`src/verilog/smps_pkg.sv`:
```
// Package: register map, field positions and types of the stop-mode power sequencer
package smps_pkg;
	// APB byte addresses
	localparam logic [7:0] ADDR_SYS_OPT = 8'h00;
	localparam logic [7:0] ADDR_PMC1 = 8'h04;
	localparam logic [7:0] ADDR_PMC2 = 8'h08;
	localparam logic [7:0] ADDR_STATUS = 8'h0C;
	localparam logic [7:0] ADDR_WAKE_EN = 8'h10;
	// system_options_reg fields
	localparam int SO_STOP_EN = 0;
	// power_mgmt_ctrl1_reg fields
	localparam int P1_LVD_EN = 0;
	localparam int P1_LVW_IE = 1;
	// power_mgmt_ctrl2_reg fields
	localparam int P2_PARTIAL_POWER_DOWN_CTRL = 0;
	localparam int P2_PDC = 1;
	localparam int P2_PPD_ACK = 2;
	localparam int P2_PPD_FLAG = 3;
	// wake enable register fields
	localparam int WE_RTW = 0;
	localparam int WE_RTW_EXT = 1;
	localparam int WE_OSC_STOP = 2;
	localparam int WE_EXT_IRQ = 3;
	localparam int WE_KBD = 4;
	localparam int WE_KBD_S2 = 5;
	// Reset values
	localparam logic [31:0] RST_SYS_OPT = 32'h0000_0000;
	localparam logic [31:0] RST_PMC1 = 32'h0000_0001;
	localparam logic [31:0] RST_PMC2 = 32'h0000_0000;
	localparam logic [31:0] RST_WAKE_EN = 32'h0000_0000;
	// Internal rate of the wake-timer time base
	localparam int RTW_INT_HZ = 1000;
	localparam int CLK_HZ = 40000000;
	localparam int RTW_DIV = CLK_HZ / RTW_INT_HZ;
	localparam logic [15:0] RTW_DIV_LAST = 16'(RTW_DIV - 1);

	typedef enum logic [1:0] {
		SMPS_STOP3,
		SMPS_STOP2,
		SMPS_STOP1
	} smps_depth_e;

	// Wake sources, all synchronised levels
	typedef struct packed {
		logic ext_irq;
		logic rtw;
		logic kbd;
		logic low_voltage_warning;
		logic reset_pin;
	} smps_wake_s;

	// Retention controls seen by the rest of the chip
	typedef struct packed {
		logic core_clk_en;
		logic periph_en;
		logic rtw_run;
		logic rtw_ext_clk;
		logic osc_en;
		logic pin_latch;
		logic ram_pwr;
		logic logic_pwr;
	} smps_power_s;
endpackage

```
`src/verilog/smps_top.sv`:
```
// Module: stop-mode power sequencer with APB register access
module smps_top (
	// Clock and reset
	input wire logic clk_sys_i,
	input wire logic rst_b_i,
	// APB slave
	input wire logic psel_i,
	input wire logic penable_i,
	input wire logic pwrite_i,
	input wire logic [7:0] paddr_i,
	input wire logic [31:0] pwdata_i,
	output logic [31:0] prdata_o,
	output logic pready_o,
	output logic pslverr_o,
	// Core handshake, same clock
	input wire logic stop_instr_i,
	input wire logic por_i,
	// Wake sources from pins and always-on logic
	input wire logic ext_irq_pin_i,
	input wire logic ext_irq_pol_high_i,
	input wire logic rtw_irq_i,
	input wire logic kbd_irq_i,
	input wire logic lvw_irq_i,
	input wire logic reset_pin_b_i,
	// Power and restart controls
	output smps_pkg::smps_power_s power_o,
	output logic in_stop_o,
	output logic [1:0] stop_depth_o,
	output logic illegal_op_reset_o,
	output logic reset_restart_o,
	output logic isr_resume_o,
	output logic rtw_tick_o
);
	typedef enum logic [2:0] {
		ST_RUN,
		ST_STOP3,
		ST_STOP2,
		ST_STOP1,
		ST_WAKE_ISR,
		ST_WAKE_RESET
	} smps_state_e;

	smps_state_e state;
	logic [31:0] sys_opt;
	logic [31:0] pmc1;
	logic [1:0] pmc2_mode;
	logic ppd_flag;
	logic [31:0] wake_en;
	logic pin_hold;
	logic full_reset;
	logic [15:0] rtw_div;
	logic [4:0] wake_raw;
	logic [4:0] wake_sync;
	smps_pkg::smps_wake_s wk;
	smps_pkg::smps_depth_e next_depth;
	logic irq_asserted;
	logic acc;
	logic ack_write;
	logic stop2_wake;

	// Decode of the selected stop depth from power-down bits
	function automatic smps_pkg::smps_depth_e depth_of(input logic power_down_ctrl, input logic partial_power_down_ctrl);
		if (!power_down_ctrl) begin
			return smps_pkg::SMPS_STOP3;
		end else if (partial_power_down_ctrl) begin
			return smps_pkg::SMPS_STOP2;
		end else begin
			return smps_pkg::SMPS_STOP1;
		end
	endfunction

	// All wake inputs leave the core domain, so synchronise them
	assign wake_raw = {ext_irq_pin_i, rtw_irq_i, kbd_irq_i, lvw_irq_i, ~reset_pin_b_i};

	smps_sync #(
		.W(5)
	) u_sync (
		.clk_sys_i(clk_sys_i),
		.rst_b_i(rst_b_i),
		.async_i(wake_raw),
		.sync_o(wake_sync)
	);

	assign wk = smps_pkg::smps_wake_s'(wake_sync);
	assign next_depth = depth_of(pmc2_mode[1], pmc2_mode[0]);
	assign acc = psel_i && penable_i;
	assign ack_write = acc && pwrite_i && (paddr_i == smps_pkg::ADDR_PMC2)
		&& pwdata_i[smps_pkg::P2_PPD_ACK];

	// Enabled stop2 wakes only; a disabled source or an idle low-active pin must not set the flag
	assign stop2_wake = irq_asserted && wake_en[smps_pkg::WE_EXT_IRQ]
		|| wk.rtw && wake_en[smps_pkg::WE_RTW]
		|| wk.kbd && wake_en[smps_pkg::WE_KBD_S2];

	// Configured polarity outside stop1; stop1 forces active low
	always_comb begin
		if (state == ST_STOP1) begin
			irq_asserted = !wk.ext_irq;
		end else begin
			irq_asserted = ext_irq_pol_high_i ? wk.ext_irq : !wk.ext_irq;
		end
	end

	// Register writes; a stop2 wake reloads all of them to reset values
	always_ff @(posedge clk_sys_i) begin
		if (!rst_b_i || full_reset) begin
			sys_opt <= smps_pkg::RST_SYS_OPT;
			pmc1 <= smps_pkg::RST_PMC1;
			pmc2_mode <= smps_pkg::RST_PMC2[1:0];
			wake_en <= smps_pkg::RST_WAKE_EN;
		end else if (acc && pwrite_i) begin
			case (paddr_i)
				smps_pkg::ADDR_SYS_OPT: begin
					sys_opt <= {31'h0000_0000, pwdata_i[smps_pkg::SO_STOP_EN]};
				end
				smps_pkg::ADDR_PMC1: begin
					pmc1 <= {30'h0000_0000, pwdata_i[1:0]};
				end
				smps_pkg::ADDR_PMC2: begin
					pmc2_mode <= {pwdata_i[smps_pkg::P2_PDC], pwdata_i[smps_pkg::P2_PARTIAL_POWER_DOWN_CTRL]};
				end
				smps_pkg::ADDR_WAKE_EN: begin
					wake_en <= {26'h000_0000, pwdata_i[5:0]};
				end
				default: begin
				end
			endcase
		end
	end

	// Partial power-down flag survives the stop2 reload; power-on clears it
	always_ff @(posedge clk_sys_i) begin
		if (!rst_b_i || por_i) begin
			ppd_flag <= 1'b0;
		end else if (state == ST_STOP2 && stop2_wake) begin
			ppd_flag <= 1'b1;
		end else if (ack_write) begin
			ppd_flag <= 1'b0;
		end
	end

	// Pin latches hold from stop2 entry until software acknowledges
	always_ff @(posedge clk_sys_i) begin
		if (!rst_b_i || por_i) begin
			pin_hold <= 1'b0;
		end else if (state == ST_STOP2) begin
			pin_hold <= 1'b1;
		end else if (ack_write && state == ST_RUN) begin
			pin_hold <= 1'b0;
		end
	end

	// Sequencer
	always_ff @(posedge clk_sys_i) begin
		if (!rst_b_i) begin
			state <= ST_RUN;
			illegal_op_reset_o <= 1'b0;
			full_reset <= 1'b0;
		end else begin
			illegal_op_reset_o <= 1'b0;
			full_reset <= 1'b0;
			case (state)
				ST_RUN: begin
					if (stop_instr_i) begin
						if (!sys_opt[smps_pkg::SO_STOP_EN]) begin
							illegal_op_reset_o <= 1'b1;
						end else if (next_depth == smps_pkg::SMPS_STOP3) begin
							state <= ST_STOP3;
						end else if (pmc1[smps_pkg::P1_LVD_EN]) begin
							// Deep stop refused while voltage detect is live; falls to stop3
							state <= ST_STOP3;
						end else if (next_depth == smps_pkg::SMPS_STOP2) begin
							state <= ST_STOP2;
						end else begin
							state <= ST_STOP1;
						end
					end
				end
				ST_STOP3: begin
					if (wk.reset_pin) begin
						state <= ST_WAKE_RESET;
					end else if (irq_asserted && wake_en[smps_pkg::WE_EXT_IRQ]
						|| wk.rtw && wake_en[smps_pkg::WE_RTW]
						|| wk.kbd && wake_en[smps_pkg::WE_KBD]
						|| wk.low_voltage_warning && pmc1[smps_pkg::P1_LVW_IE]) begin
						state <= ST_WAKE_ISR;
					end
				end
				ST_STOP2: begin
					if (wk.reset_pin) begin
						state <= ST_WAKE_RESET;
					end else if (stop2_wake) begin
						state <= ST_WAKE_RESET;
					end
				end
				ST_STOP1: begin
					if (wk.reset_pin || irq_asserted && wake_en[smps_pkg::WE_EXT_IRQ]) begin
						state <= ST_WAKE_RESET;
					end
				end
				ST_WAKE_ISR: begin
					state <= ST_RUN;
				end
				ST_WAKE_RESET: begin
					full_reset <= 1'b1;
					state <= ST_RUN;
				end
				default: begin
					state <= ST_RUN;
				end
			endcase
		end
	end

	// Restart strobes to the core
	always_ff @(posedge clk_sys_i) begin
		if (!rst_b_i) begin
			reset_restart_o <= 1'b0;
			isr_resume_o <= 1'b0;
		end else begin
			reset_restart_o <= (state == ST_WAKE_RESET);
			isr_resume_o <= (state == ST_WAKE_ISR);
		end
	end

	// Power controls per depth
	always_ff @(posedge clk_sys_i) begin
		if (!rst_b_i) begin
			power_o <= '{core_clk_en: 1'b1, periph_en: 1'b1, rtw_run: 1'b0, rtw_ext_clk: 1'b0,
				osc_en: 1'b1, pin_latch: 1'b0, ram_pwr: 1'b1, logic_pwr: 1'b1};
			in_stop_o <= 1'b0;
			stop_depth_o <= 2'h0;
		end else begin
			// Latch in the same cycle stop2 is shown, not one cycle after the hold flop
			power_o.pin_latch <= pin_hold || (state == ST_STOP2);
			power_o.rtw_ext_clk <= 1'b0;
			case (state)
				ST_STOP3: begin
					power_o.core_clk_en <= 1'b0;
					power_o.periph_en <= 1'b0;
					power_o.rtw_run <= wake_en[smps_pkg::WE_RTW];
					power_o.osc_en <= wake_en[smps_pkg::WE_OSC_STOP];
					power_o.rtw_ext_clk <= wake_en[smps_pkg::WE_RTW_EXT]
						&& wake_en[smps_pkg::WE_OSC_STOP];
					power_o.ram_pwr <= 1'b1;
					power_o.logic_pwr <= 1'b1;
					in_stop_o <= 1'b1;
					stop_depth_o <= 2'(smps_pkg::SMPS_STOP3);
				end
				ST_STOP2: begin
					power_o.core_clk_en <= 1'b0;
					power_o.periph_en <= 1'b0;
					power_o.rtw_run <= wake_en[smps_pkg::WE_RTW];
					power_o.osc_en <= 1'b0;
					power_o.ram_pwr <= 1'b1;
					power_o.logic_pwr <= 1'b0;
					in_stop_o <= 1'b1;
					stop_depth_o <= 2'(smps_pkg::SMPS_STOP2);
				end
				ST_STOP1: begin
					power_o.core_clk_en <= 1'b0;
					power_o.periph_en <= 1'b0;
					power_o.rtw_run <= 1'b0;
					power_o.osc_en <= 1'b0;
					power_o.ram_pwr <= 1'b0;
					power_o.logic_pwr <= 1'b0;
					in_stop_o <= 1'b1;
					stop_depth_o <= 2'(smps_pkg::SMPS_STOP1);
				end
				default: begin
					power_o.core_clk_en <= 1'b1;
					power_o.periph_en <= 1'b1;
					power_o.rtw_run <= 1'b0;
					power_o.osc_en <= 1'b1;
					power_o.ram_pwr <= 1'b1;
					power_o.logic_pwr <= 1'b1;
					in_stop_o <= 1'b0;
					stop_depth_o <= 2'h0;
				end
			endcase
		end
	end

	// Internal 1 kHz time base for the wake timer; only ticks while it runs
	always_ff @(posedge clk_sys_i) begin
		if (!rst_b_i || !power_o.rtw_run || power_o.rtw_ext_clk) begin
			rtw_div <= 16'h0000;
			rtw_tick_o <= 1'b0;
		end else if (rtw_div == smps_pkg::RTW_DIV_LAST) begin
			rtw_div <= 16'h0000;
			rtw_tick_o <= 1'b1;
		end else begin
			rtw_div <= rtw_div + 16'h0001;
			rtw_tick_o <= 1'b0;
		end
	end

	// APB read data; zero wait states, unmapped reads zero with error
	always_ff @(posedge clk_sys_i) begin
		if (!rst_b_i) begin
			prdata_o <= 32'h0000_0000;
			pready_o <= 1'b0;
			pslverr_o <= 1'b0;
		end else begin
			pready_o <= psel_i && !penable_i;
			pslverr_o <= 1'b0;
			prdata_o <= 32'h0000_0000;
			if (psel_i && !penable_i) begin
				case (paddr_i)
					smps_pkg::ADDR_SYS_OPT: prdata_o <= sys_opt;
					smps_pkg::ADDR_PMC1: prdata_o <= pmc1;
					smps_pkg::ADDR_PMC2: begin
						prdata_o <= {28'h000_0000, ppd_flag, 1'b0, pmc2_mode};
					end
					smps_pkg::ADDR_STATUS: begin
						prdata_o <= {27'h000_0000, pin_hold, wk.reset_pin, 3'(state)};
					end
					smps_pkg::ADDR_WAKE_EN: prdata_o <= wake_en;
					default: pslverr_o <= 1'b1;
				endcase
			end
		end
	end
endmodule

```
`src/verilog/smps_sync.sv`:
```
// Module: two-flop synchroniser for a bundle of asynchronous levels
module smps_sync #(
	parameter int W = 5
) (
	// Clock and reset
	input wire logic clk_sys_i,
	input wire logic rst_b_i,
	// Levels
	input wire logic [W-1:0] async_i,
	output logic [W-1:0] sync_o
);
	logic [W-1:0] stage1;

	always_ff @(posedge clk_sys_i) begin
		if (!rst_b_i) begin
			stage1 <= '0;
			sync_o <= '0;
		end else begin
			stage1 <= async_i;
			sync_o <= stage1;
		end
	end
endmodule

```
`config.mk`:
```
export PLATFORM = sky130hd
export DESIGN_NAME = smps_top
export DESIGN_NICKNAME = d
export VERILOG_FILES = /design/src/verilog/smps_pkg.sv /design/src/verilog/smps_top.sv /design/src/verilog/smps_sync.sv
export SDC_FILE = /design/constraint.sdc
export NUM_CORES = 1
export LEC_CHECK = 0
export BUFFER_PORTS_ARGS = -buffer_cell sky130_fd_sc_hd__clkbuf_2
export CAP_MARGIN = 20
export CORE_ASPECT_RATIO = 1.5
export CORE_MARGIN = 10
export CORE_UTILIZATION = 52
export DETAILED_ROUTE_END_ITERATION = 8
export GPL_TIMING_DRIVEN = 0
export PLACE_DENSITY = 0.84
export SYNTH_ARGS = -nofsm -noshare
export SYNTH_HDL_FRONTEND = slang
export SYNTH_SLANG_ARGS = --single-unit
```
`constraint.sdc`:
```
create_clock -name clk_sys_i -period 3.6 [get_ports clk_sys_i]
set_input_delay 0.54 -clock clk_sys_i [delete_from_list [all_inputs] [get_ports clk_sys_i]]
set_output_delay 0.54 -clock clk_sys_i [all_outputs]
set_load 0.05 [all_outputs]
```
### After elaboration in Yosys (flattened, before gate mapping)

Cells that the tools add are included.

* register bits: 92
* input port bits: 53
* output and inout port bits: 49

* add/subtract/negate cells: 1
* eq/ne operators: 16
* mux-type cells: 29
* bitwise gates (word level): 1
* reduce and logical (&&, ||, !) cells: 45

Operator list (number)
* 6-bit one-hot mux with 5 select lines: 1
* 3-bit two-way mux: 7
* 16-bit by 1-bit adder with 16-bit output, second input constant: 1
* 16-bit == test, second input constant: 1
* 8-bit by 4-bit == test with 1-bit output, second input constant: 2
* 1-bit logical AND: 13
* 1-bit two-way mux: 12
* 3-bit one-hot mux with 4 select lines: 1
* 2-bit AND reduction: 6
* 1-bit logical OR: 10
* 8-bit by 3-bit == test with 1-bit output, second input constant: 1
* 8-bit by 5-bit == test with 1-bit output, second input constant: 1
* 8-bit zero test: 1
* 2-bit two-way mux: 4
* 2-bit one-hot mux with 2 select lines: 2
* 3-bit by 2-bit == test with 1-bit output, second input constant: 2
* 3-bit == test, second input constant: 2
* 3-bit by 2-bit inequality test with 1-bit output, second input constant: 2
* 3-bit one-hot mux with 2 select lines: 1
* 2-bit OR reduction: 3
* 5-bit AND reduction: 1
* 5-bit OR reduction: 1
* 1-bit zero test: 4
* 2-bit inequality test, second input constant: 2
* 10 further kinds: 11

### Depth between registers and ports, before layout

Gate-level depths: netlist (run 1).

* word-level depth: 10
* depth in mapped cells: 7

### Modules after synthesis

Synthesis (run 1) repeated with hierarchy kept, for this count alone.

* cells, all modules: 293
* area, all modules: 2712.6 um^2

Modules (own cells, without submodules)
* smps_top: times used 1, cells an instance 273, area each 2449.8 um^2
* smps_sync: times used 1, cells an instance 20, area each 262.8 um^2

### Worst setup path after synthesis (run 1)

OpenSTA, ideal clock, no wires.

* path kind: input-to-reg
* start point: input paddr_i[0]
* end point: register ppd_flag
* data arrival time: 1.834 ns
* required time: 3.483 ns
* setup slack: 1.649 ns
* stages on the path: 6
* cell sequence: or4_4 > nor3_4 > and3_1 > buf_4 > nand2_1 > a32o_1

* word-level cells in the longest chain between the ends: 4

Ends and longest elaborated chain
* start, declared: line smps_top.sv:10 `input wire logic [7:0] paddr_i,`
* 8-bit by 4-bit == test with 1-bit output: line smps_top.sv:87 `assign ack_write = acc && pwrite_i && (paddr_i == smps_pkg::ADDR_PMC2)`
* 1-bit logical AND: line smps_top.sv:87
* 1-bit logical AND: line smps_top.sv:88 `&& pwdata_i[smps_pkg::P2_PPD_ACK];`
* 2-bit nonzero test (no source line)
* end signal, assigned: line smps_top.sv:134 `ppd_flag <= 1'b0;`
* end signal, assigned: line smps_top.sv:136 `ppd_flag <= 1'b1;`
* end signal, assigned: line smps_top.sv:138 `ppd_flag <= 1'b0;`
* end, declared: line smps_top.sv:47 `logic ppd_flag;`

No other way between the ends.
A chain may end at the register's enable or synchronous reset.

### Final worst setup path (run 1)

* start point: register rtw_div[0]
* end point: register rtw_div[11]

* word-level cells in the longest chain between the ends: 2

Ends and longest elaborated chain
* start, declared: line smps_top.sv:51 `logic [15:0] rtw_div;`
* start signal, assigned: line smps_top.sv:293 `rtw_div <= rtw_div + 16'h0001;`
* parallel branches: the longest is 2 deep, another holds 16-bit by 1-bit adder with 16-bit output

Several ways; the timed one is not identified.

==> results of run 1 <==
[layout make-up]
class                      count  share of cell area
tap                           66              0.0257
clock buffer                  11              0.0408
inverter                       4             0.00467
buffer                        37              0.0782
timing repair buffer          47              0.0731
sequential                    64               0.398
multi-input combinational    207               0.376
clock inverter                 2             0.00311
[worst max-delay path: stages, from the launching register on]
cell and delay (ns):
dfxtp_1 0.35, ha_1 0.21, nand2_1 0.09, nor2_1 0.23, nand4_1 0.16, nand2_1 0.24, clkbuf_1 0.37, nor2_1 0.10
[metal layers]
layer,GRT usage,vias up,wire length (um),part of all wire
li1,-,1065,-,-
met1,0.127,944,2020,0.34
met2,0.255,63,3240,0.55
met3,0.0702,16,455,0.078
met4,0.0784,0,146,0.025
met5,0,-,0,0
[through the flow]
step	cell area, um2	utilization	power, W	setup WS, ns	cells
global placement	3080	0.629	0.000859	1.47	425
finish	3220	0.658	0.00132	1.73	438
global route	3220	0.658	0.00138	1.52	438
detailed placement	3080	0.629	0.000860	1.45	425
CTS	3220	0.658	0.00134	1.67	438
floorplan	2760	-	0.000838	1.65	312
[cell usage after synthesis, drive strengths merged]
library cell | n | area share
dfxtp | 64 | 0.48
nor2 | 44 | 0.062
buf | 30 | 0.085
nand2 | 21 | 0.030
mux2i | 13 | 0.049
nand3 | 11 | 0.021
and2 | 10 | 0.023
xor2 | 9 | 0.030
nor3 | 8 | 0.019
clkbuf | 7 | 0.0099
nand2b | 7 | 0.019
and3 | 6 | 0.014
nor2b | 6 | 0.014
o21ai | 6 | 0.011
a22oi | 5 | 0.014
xnor2 | 5 | 0.016
a21oi | 4 | 0.0075
inv | 4 | 0.0056
nand4 | 4 | 0.0094
and3b | 2 | 0.0066
mux2 | 2 | 0.0085
nand3b | 2 | 0.0056
nor3b | 2 | 0.0056
a2111o | 1 | 0.0042
a211oi | 1 | 0.0028
a21boi | 1 | 0.0028
a21o | 1 | 0.0028
a22o | 1 | 0.0033
a2bb2oi | 1 | 0.0033
a32o | 1 | 0.0038
a32oi | 1 | 0.0033
and4bb | 1 | 0.0061
conb | 1 | 0.0014
ha | 1 | 0.0047
nor4 | 1 | 0.0047
nor4b | 1 | 0.0033
o22ai | 1 | 0.0024
or4 | 1 | 0.0042
[logic make-up (layout without fill, tap and decap cells)]
logic type	count (synthesis)	after routing	synth area share
AND/OR/NAND/NOR	127	127	0.248
flip-flops	64	64	0.481
buffers and inverters	41	101	0.100
AO/OA/AOI/OAI	24	24	0.0615
multiplexers	15	15	0.0573
XOR/XNOR	14	14	0.0460
adder cells (fa/ha/maj)	1	1	0.00470
other	1	26	0.00141
[power by group]
group	switching [W]	internal (W)	total, W
logic	0.0000901	0.0000394	0.000130
clock network	0.000238	0.000236	0.000473
registers	0.00000220	0.000715	0.000717
total	0.000330	0.000990	0.00132
[how the worst min path moves through the flow]
| stage | start | to | slack, ns | depth (start not counted) |
|---|---|---|---|---|
| 6_report | reset_pin_b_i | u_sync.stage1[0]$_SDFF_PN0_ | 0.35 | 2 |
| 5_1_grt | reset_pin_b_i | u_sync.stage1[0]$_SDFF_PN0_ | 0.34 | 2 |
| 4_1_cts | reset_pin_b_i | u_sync.stage1[0]$_SDFF_PN0_ | 0.34 | 2 |
| 3_3_place_gp | u_sync.stage1[1]$_SDFF_PN0_ | u_sync.sync_o[1]$_SDFF_PN0_ | 0.42 | 1 |
| 2_1_floorplan | u_sync.stage1[0]$_SDFF_PN0_ | u_sync.sync_o[0]$_SDFF_PN0_ | 0.41 | 1 |
| 3_5_place_dp | u_sync.stage1[4]$_SDFF_PN0_ | u_sync.sync_o[4]$_SDFF_PN0_ | 0.42 | 1 |
[cell usage in the layout, fill, tap and decap left out, types with 2 or more instances in the layout]
cell type  count
clkinv_2       2
nor2b_1        6
clkbuf_8       9
nand4_1        4
o21ai_0        6
inv_1          4
xnor2_1        5
and3b_1        2
clkbuf_2      47
xor2_1         9
nand2b_1       6
and3_1         6
nor2_1        44
mux2_2         2
buf_4         28
conb_1        26
nor3_1         7
nand2_1       21
mux2i_1       13
and2_1        10
dfxtp_1       64
a21oi_1        4
nand3_1       11
clkbuf_1       9
nand3b_1       2
a22oi_1        5
nor3b_1        2
[registers in the layout, summed over array words and instances, names as in the netlist, 2 cells and up]
register,count
rtw_div,16
u_sync.sync_o,5
power_o,7
u_sync.stage1,5
wake_en,6
state,3
pmc1,2
pmc2_mode,2
prdata_o,6
stop_depth_o,2
==> flow_summary.json, run 1 <==
{
  "initial_core_util": 0.545,
  "cts_max_level": 3,
  "post_synth.cell_area_avg_um2": 9.28,
  "start_kind": "flop",
  "cts_tree": "done",
  "drtPass1Iterations": 4,
  "n_antenna_cell": 0,
  "finalCriticalPeriod_ns": 1.87,
  "gr-total-overflow": 0,
  "hold_class": "in2reg",
  "drc": 0,
  "r2r_cells": 7,
  "clock_sinks": 64,
  "hold_slack_ns": 0.354,
  "seq_area_um2": 1280,
  "path_class": "reg2reg",
  "final-hold-violation-count": 0,
  "cts_buffers": 9,
  "track_usage": 0.143,
  "fillerInstances": 437,
  "avgRoutedWirePerCell_um": 13.4,
  "reg2reg_to": "rtw_div[11]$_SDFF_PP0_",
  "tns_ns": 0,
  "clk_pin_slew_ns": 0.06,
  "fmax_mhz": 534,
  "cts_root_buf": "clkbuf_8",
  "p_leak_nw": 1.45,
  "gp_congestion": 0.885,
  "post_cts_resized": 0,
  "wirelength_mm": 5.86,
  "num_io_pins": 102,
  "multi_input_area_um2": 1210,
  "synth_area_um2": 2660,
  "yosys_warnings": 0,
  "drive_above_1_share": 0.253,
  "rsz0062_at_grt": "no",
  "power.density_nw_per_um2": 410,
  "avgViaCountPerCell": 4.77,
  "endpoint": "rtw_div[11]$_SDFF_PP0_",
  "syn_inst": 287,
  "drt-initial-drc-count": 62,
  "cp_data_arrival_time_ns": 2.08,
  "synth_seq_area_share": 0.481,
  "cp-startpoint": "rtw_div[0]$_SDFF_PP0_",
  "die_h_um": 108,
  "cp_max_fo": 10,
  "clk_path_buf_depth": 2,
  "r2r_start": "rtw_div[0]$_SDFF_PP0_",
  "die_area_um2": 8440,
  "synthDistinctLibCells": 42,
  "layout.nets": 424,
  "io_buffer_count": 47,
  "regToRegSetupSlack_ns": 1.73,
  "area_growth_pct": 20.8,
  "slew_viol_final": 0,
  "worst_ep_required_time_ns": 3.81,
  "postCtsHoldBufs": 0,
  "grt_first_pass_wirelength_mm": 9.41,
  "finalSetupViolCount": 0,
  "endpoint_kind": "flop",
  "fin_crit_sh": 0.521,
  "dr_total_vias": 2088,
  "core_um2": 4890,
  "drv_cap": 0,
  "antenna_left": 0,
  "fin_skew_ns": 0.00626,
  "grt_max_degree": 11,
  "grt_pass1_vias": 2051,
  "die_w_um": 78.4,
  "outcome": "finished, final reports clean",
  "clock_latency_ns": 0.33,
  "rows": 31,
  "antenna_found_initial": 0,
  "post_cts_buffers": 0,
  "ys_ff_latch": 64,
  "vdd_ir_drop_max_v": 0.000270,
  "hpwl_mm": 4.71
}
Power figures use the tool's default switching activity.
==> inputs of run 2 (changes only) <==
--- a/config.mk
+++ b/config.mk
@@ -9,10 +9,10 @@
 export CAP_MARGIN = 20
 export CORE_ASPECT_RATIO = 1.5
 export CORE_MARGIN = 10
-export CORE_UTILIZATION = 52
+export CORE_UTILIZATION = 48
 export DETAILED_ROUTE_END_ITERATION = 8
 export GPL_TIMING_DRIVEN = 0
-export PLACE_DENSITY = 0.84
+export PLACE_DENSITY = 0.79
 export SYNTH_ARGS = -nofsm -noshare
 export SYNTH_HDL_FRONTEND = slang
 export SYNTH_SLANG_ARGS = --single-unit
==> constraint.sdc (replaced) <==
create_clock -name clk_sys_i -period 1.95 [get_ports clk_sys_i]
set_input_delay 0.2925 -clock clk_sys_i [delete_from_list [all_inputs] [get_ports clk_sys_i]]
set_output_delay 0.2925 -clock clk_sys_i [all_outputs]
set_load 0.05 [all_outputs]
==> flow_summary.json, run 2 (same netlist as run 1, synthesis figures left out) <==
{
  "p_int_w": 0.00185,
  "drc": 0,
  "top_regs": "rtw_div x16, power_o x7",
  "fin_crit_sh": 0.879,
  "grt_max_degree": 12,
  "dr_total_vias": 2106,
  "holdPathStages": 2,
  "r2r_cells": 6,
  "die_w_um": 80.8,
  "hold_path_startpoint": "reset_pin_b_i",
  "finalSetupViolCount": 0,
  "initial_core_util": 0.492,
  "drt-initial-drc-count": 69,
  "rows": 33,
  "outcome": "finished, final reports clean",
  "path_class": "reg2reg",
  "largest_register_ffs": 16,
  "clock_sinks": 64,
  "die_h_um": 111,
  "postCtsHoldBufs": 0,
  "hold_slack_ns": 0.105,
  "cp_max_fo": 16,
  "grt_first_pass_wirelength_mm": 9.69,
  "gr-total-overflow": 0,
  "switching_share": 0.262,
  "n_antenna_cell": 0,
  "power_frac_seq": 0.529,
  "whs_endpoint": "u_sync.stage1[0]$_SDFF_PN0_",
  "power.density_nw_per_um2": 772,
  "drive_above_1_share": 0.262,
  "fin_skew_ns": 0.00639,
  "top_register": "rtw_div",
  "cts_tree": "done",
  "start_kind": "flop",
  "drtPass1Iterations": 4,
  "tns_ns": 0,
  "seq_area_um2": 1280,
  "drv_cap": 0,
  "num_io_pins": 102,
  "final_cell_mix": "64 x dfxtp_1, 47 x clkbuf_2, 44 x nor2_1",
  "clk_pin_slew_ns": 0.07,
  "vdd_ir_drop_max_v": 0.000488,
  "hold_class": "in2reg",
  "post_cts_resized": 0,
  "post_cts_buffers": 0,
  "layout_commonest_cell": "dfxtp_1",
  "finalCriticalPeriod_ns": 1.71,
  "r2r_start": "rtw_div[0]$_SDFF_PP0_",
  "layout.nets": 423,
  "antenna_left": 0,
  "cts_max_level": 3,
  "track_usage": 0.136,
  "gp_congestion": 0.875,
  "cts_buffers": 9,
  "p_comb_frac": 0.096,
  "area_growth_pct": 21.7,
  "multi_input_area_um2": 1210,
  "p_leak_nw": 1.46,
  "switchingPower_w": 0.000656,
  "endpoint_kind": "flop",
  "reg2reg_to": "rtw_div[3]$_SDFF_PP0_",
  "relSlewSlack": 0.644,
  "worst_pin_slew_ns": 0.532,
  "regToRegSetupSlack_ns": 0.24,
  "clock_latency_ns": 0.33,
  "antenna_found_initial": 0,
  "path_cells": "ha_1, nand2_1, nor2_1, nand4_1, nand2_1, nor2_1",
  "avgViaCountPerCell": 4.74,
  "rsz0062_at_grt": "no",
  "final-hold-violation-count": 0,
  "grt_pass1_vias": 2121,
  "clk_path_buf_depth": 2,
  "cp_data_arrival_time_ns": 1.92,
  "pwr-share-clk": 0.375,
  "wirelength_mm": 5.79,
  "core_um2": 5410,
  "fmax_mhz": 583,
  "avgRoutedWirePerCell_um": 13.0,
  "slowest_delay_ns": 0.44,
  "die_area_um2": 8990,
  "critPathSlowestCell": "nand2_1",
  "hpwl_mm": 4.72,
  "cts_root_buf": "clkbuf_8",
  "worst_ep_required_time_ns": 2.15,
  "fillerInstances": 485,
  "io_buffer_count": 47,
  "slew_viol_final": 0
}
run 2: how the worst max path moves through the flow:
stage	slack, ns	cells after the start	startpoint	end
2_1_floorplan	0.25	6	paddr_i[0]	ppd_flag$_SDFFE_PP0P_
3_3_place_gp	0.07	7	paddr_i[0]	ppd_flag$_SDFFE_PP0P_
3_5_place_dp	0.04	7	rtw_div[0]$_SDFF_PP0_	rtw_div[7]$_SDFF_PP0_
4_1_cts	0.03	7	rtw_div[0]$_SDFF_PP0_	rtw_div[7]$_SDFF_PP0_
5_1_grt	0.07	6	rtw_div[0]$_SDFF_PP0_	rtw_div[10]$_SDFF_PP0_
6_report	0.24	6	rtw_div[0]$_SDFF_PP0_	rtw_div[3]$_SDFF_PP0_
run 2: worst max-delay path: cells and delay by family (launching register included):
family | cells | cell delay, ns
adders and majority gates | 1 | 0.22
DFF | 1 | 0.35
and+or+nand+nor | 5 | 1.00
run 2: stage by stage:
step | util | area (um2) | cells | power (W) | setup WS, ns
2_1_floorplan | - | 2760 | 312 | 0.00155 | 0.246
3_3_place_gp | 0.570 | 3080 | 429 | 0.00159 | 0.0735
3_5_place_dp | 0.570 | 3080 | 429 | 0.00159 | 0.0390
4_1_cts | 0.600 | 3240 | 445 | 0.00253 | 0.0261
5_1_grt | 0.599 | 3240 | 444 | 0.00262 | 0.0721
6_report | 0.599 | 3240 | 444 | 0.00250 | 0.235
run 2: cell type report:
class / count / area share
clock buffers: 10 / 0.0394
plain buffers: 36 / 0.0764
inverters: 4 / 0.00463
well taps: 70 / 0.0270
clock inverters: 6 / 0.0112
multi-input cells: 207 / 0.373
repair buffers: 47 / 0.0726
flip-flops and latches: 64 / 0.395
run 2: per-layer routing:
metal / routed length [um] / GRT usage / vias to the layer above
met5: 0 / 0 / -
met4: 196 / 0.0776 / 0
met3: 389 / 0.0536 / 17
met2: 3120 / 0.241 / 60
met1: 2080 / 0.124 / 957
li1: - / - / 1072
run 2: power by group through the flow:
stage | clock network (W) | registers, W | logic (W)
finish | 0.000939 | 0.00132 | 0.000239
global route | 0.00104 | 0.00132 | 0.000255
CTS | 0.000967 | 0.00132 | 0.000236
detailed placement | 0 | 0.00135 | 0.000235
global placement | 0 | 0.00135 | 0.000234
floorplan | 0 | 0.00136 | 0.000185
==> inputs of run 3 (changes only) <==
--- a/config.mk
+++ b/config.mk
@@ -7,7 +7,6 @@
 export LEC_CHECK = 0
 export BUFFER_PORTS_ARGS = -buffer_cell sky130_fd_sc_hd__clkbuf_2
 export CAP_MARGIN = 20
-export CORE_ASPECT_RATIO = 1.5
 export CORE_MARGIN = 10
 export CORE_UTILIZATION = 48
 export DETAILED_ROUTE_END_ITERATION = 8
==> flow_summary.json, run 3 (same netlist as run 1, synthesis figures left out) <==
{
  "fin_area_um2": 3300,
  "post_cts_resized": 0,
  "avgViaCountPerCell": 4.65,
  "fin_skew_ns": 0.0114,
  "top_register": "rtw_div",
  "largest_register_ffs": 16,
  "antenna_found_initial": 0,
  "drt-initial-drc-count": 153,
  "drtPass1Iterations": 5,
  "rsz0062_at_grt": "no",
  "vdd_ir_drop_max_v": 0.000535,
  "clk_path_buf_depth": 2,
  "final_cell_mix": "64 x dfxtp_1, 48 x clkbuf_2, 44 x nor2_1",
  "antenna_left": 0,
  "die_h_um": 94.5,
  "regToRegSetupSlack_ns": 0.21,
  "endpoint_kind": "flop",
  "n_antenna_cell": 0,
  "clk_pin_slew_ns": 0.07,
  "layout.nets": 424,
  "area_growth_pct": 24.0,
  "outcome": "finished, final reports clean",
  "utilization": 0.608,
  "tns_ns": 0,
  "die_area_um2": 8930,
  "avgRoutedWirePerCell_um": 13.3,
  "clock_latency_ns": 0.34,
  "power.density_nw_per_um2": 850,
  "postCtsHoldBufs": 0,
  "path_class": "reg2reg",
  "hold_class": "in2reg",
  "cp_data_arrival_time_ns": 1.97,
  "dr_total_vias": 2076,
  "drc": 0,
  "core_um2": 5440,
  "placed_area_um2": 3080,
  "clock_sinks": 64,
  "fin_ws_ns": 0.211,
  "post_cts_buffers": 0,
  "finalSetupViolCount": 0,
  "die_w_um": 94.5,
  "layout_commonest_cell": "dfxtp_1",
  "drv_cap": 0,
  "gp_congestion": 0.912,
  "track_usage": 0.138,
  "slew_viol_final": 0,
  "cts_max_level": 3,
  "fin_crit_sh": 0.892,
  "hpwl_mm": 4.67,
  "cts_root_buf": "clkbuf_8",
  "drive_above_1_share": 0.262,
  "p_leak_nw": 1.49,
  "cp_max_fo": 10,
  "final-hold-violation-count": 0,
  "cts_buffers": 9,
  "grt_first_pass_wirelength_mm": 9.56,
  "hold_slack_ns": 0.102,
  "gr-total-overflow": 0,
  "worst_ep_required_time_ns": 2.18,
  "num_io_pins": 102,
  "io_buffer_count": 47,
  "initial_core_util": 0.490,
  "rows": 27,
  "pre_cts_slack_ns": 0.0510,
  "wirelength_mm": 5.92,
  "start_kind": "flop",
  "finalCriticalPeriod_ns": 1.74,
  "fmax_mhz": 575,
  "grt_max_degree": 11,
  "top_regs": "rtw_div x16, power_o x7",
  "grt_pass1_vias": 2047,
  "cts_tree": "done"
}
[run 3: changes by cell type in the layout (fill, tap and decap cells not counted)]
cell	change
clkinv_2	-3
bufinv_16	+2
clkbuf_8	+2
clkbuf_2	+1
clkinv_4	-1
clkinvlp_4	-1
[run 3: worst max-delay path, cell delays in order, from the launching register on]
cell and delay [ns]:
dfxtp_1 0.35, ha_1 0.21, nand2_1 0.09, nor2_1 0.22, nand4_1 0.15, nand2_1 0.23
clkbuf_2 0.28, nor2_1 0.08
[run 3: final cells by class]
| class | instances | area, um2 |
|---|---|---|
| Fill cell | 480 | 2130 |
| Sequential cell | 64 | 1280 |
| Multi-Input combinational cell | 207 | 1210 |
| Buffer | 37 | 253 |
| Timing Repair Buffer | 47 | 235 |
| Clock buffer | 12 | 155 |
| Tap cell | 72 | 90.1 |
| Clock inverter | 3 | 65.1 |
| Inverter | 4 | 15.0 |
[run 3: routing by layer]
metal  GRT usage  share of wire  vias to the layer above  routed length (um)
met5           0              0                        -                   0
met4      0.0748          0.015                        0                  91
met3      0.0563          0.072                        9                 423
met2       0.228           0.50                       67                2930
met1       0.148           0.42                      926                2470
li1            -              -                     1074                   -
[run 3: through the flow]
| stage | instances | power [W] |
|---|---|---|
| 2_1_floorplan | 312 | 0.00155 |
| 3_3_place_gp | 431 | 0.00159 |
| 3_5_place_dp | 431 | 0.00159 |
| 4_1_cts | 446 | 0.00283 |
| 5_1_grt | 446 | 0.00291 |
| 6_report | 446 | 0.00281 |
[run 3: final timing paths]
check                                    from                     endpoint  cells after the start
hold / removal                  reset_pin_b_i  u_sync.stage1[0]$_SDFF_PN0_                      2
hold reg to reg   u_sync.stage1[4]$_SDFF_PN0_  u_sync.sync_o[4]$_SDFF_PN0_                      1
setup / recovery        rtw_div[0]$_SDFF_PP0_       rtw_div[14]$_SDFF_PP0_                      7
setup reg to reg        rtw_div[0]$_SDFF_PP0_       rtw_div[14]$_SDFF_PP0_                      7
[run 3: power by group]
part,internal (W),switching [W]
sequential,0.00132,0.00000404
clock,0.000780,0.000464
combinational,0.0000728,0.000168
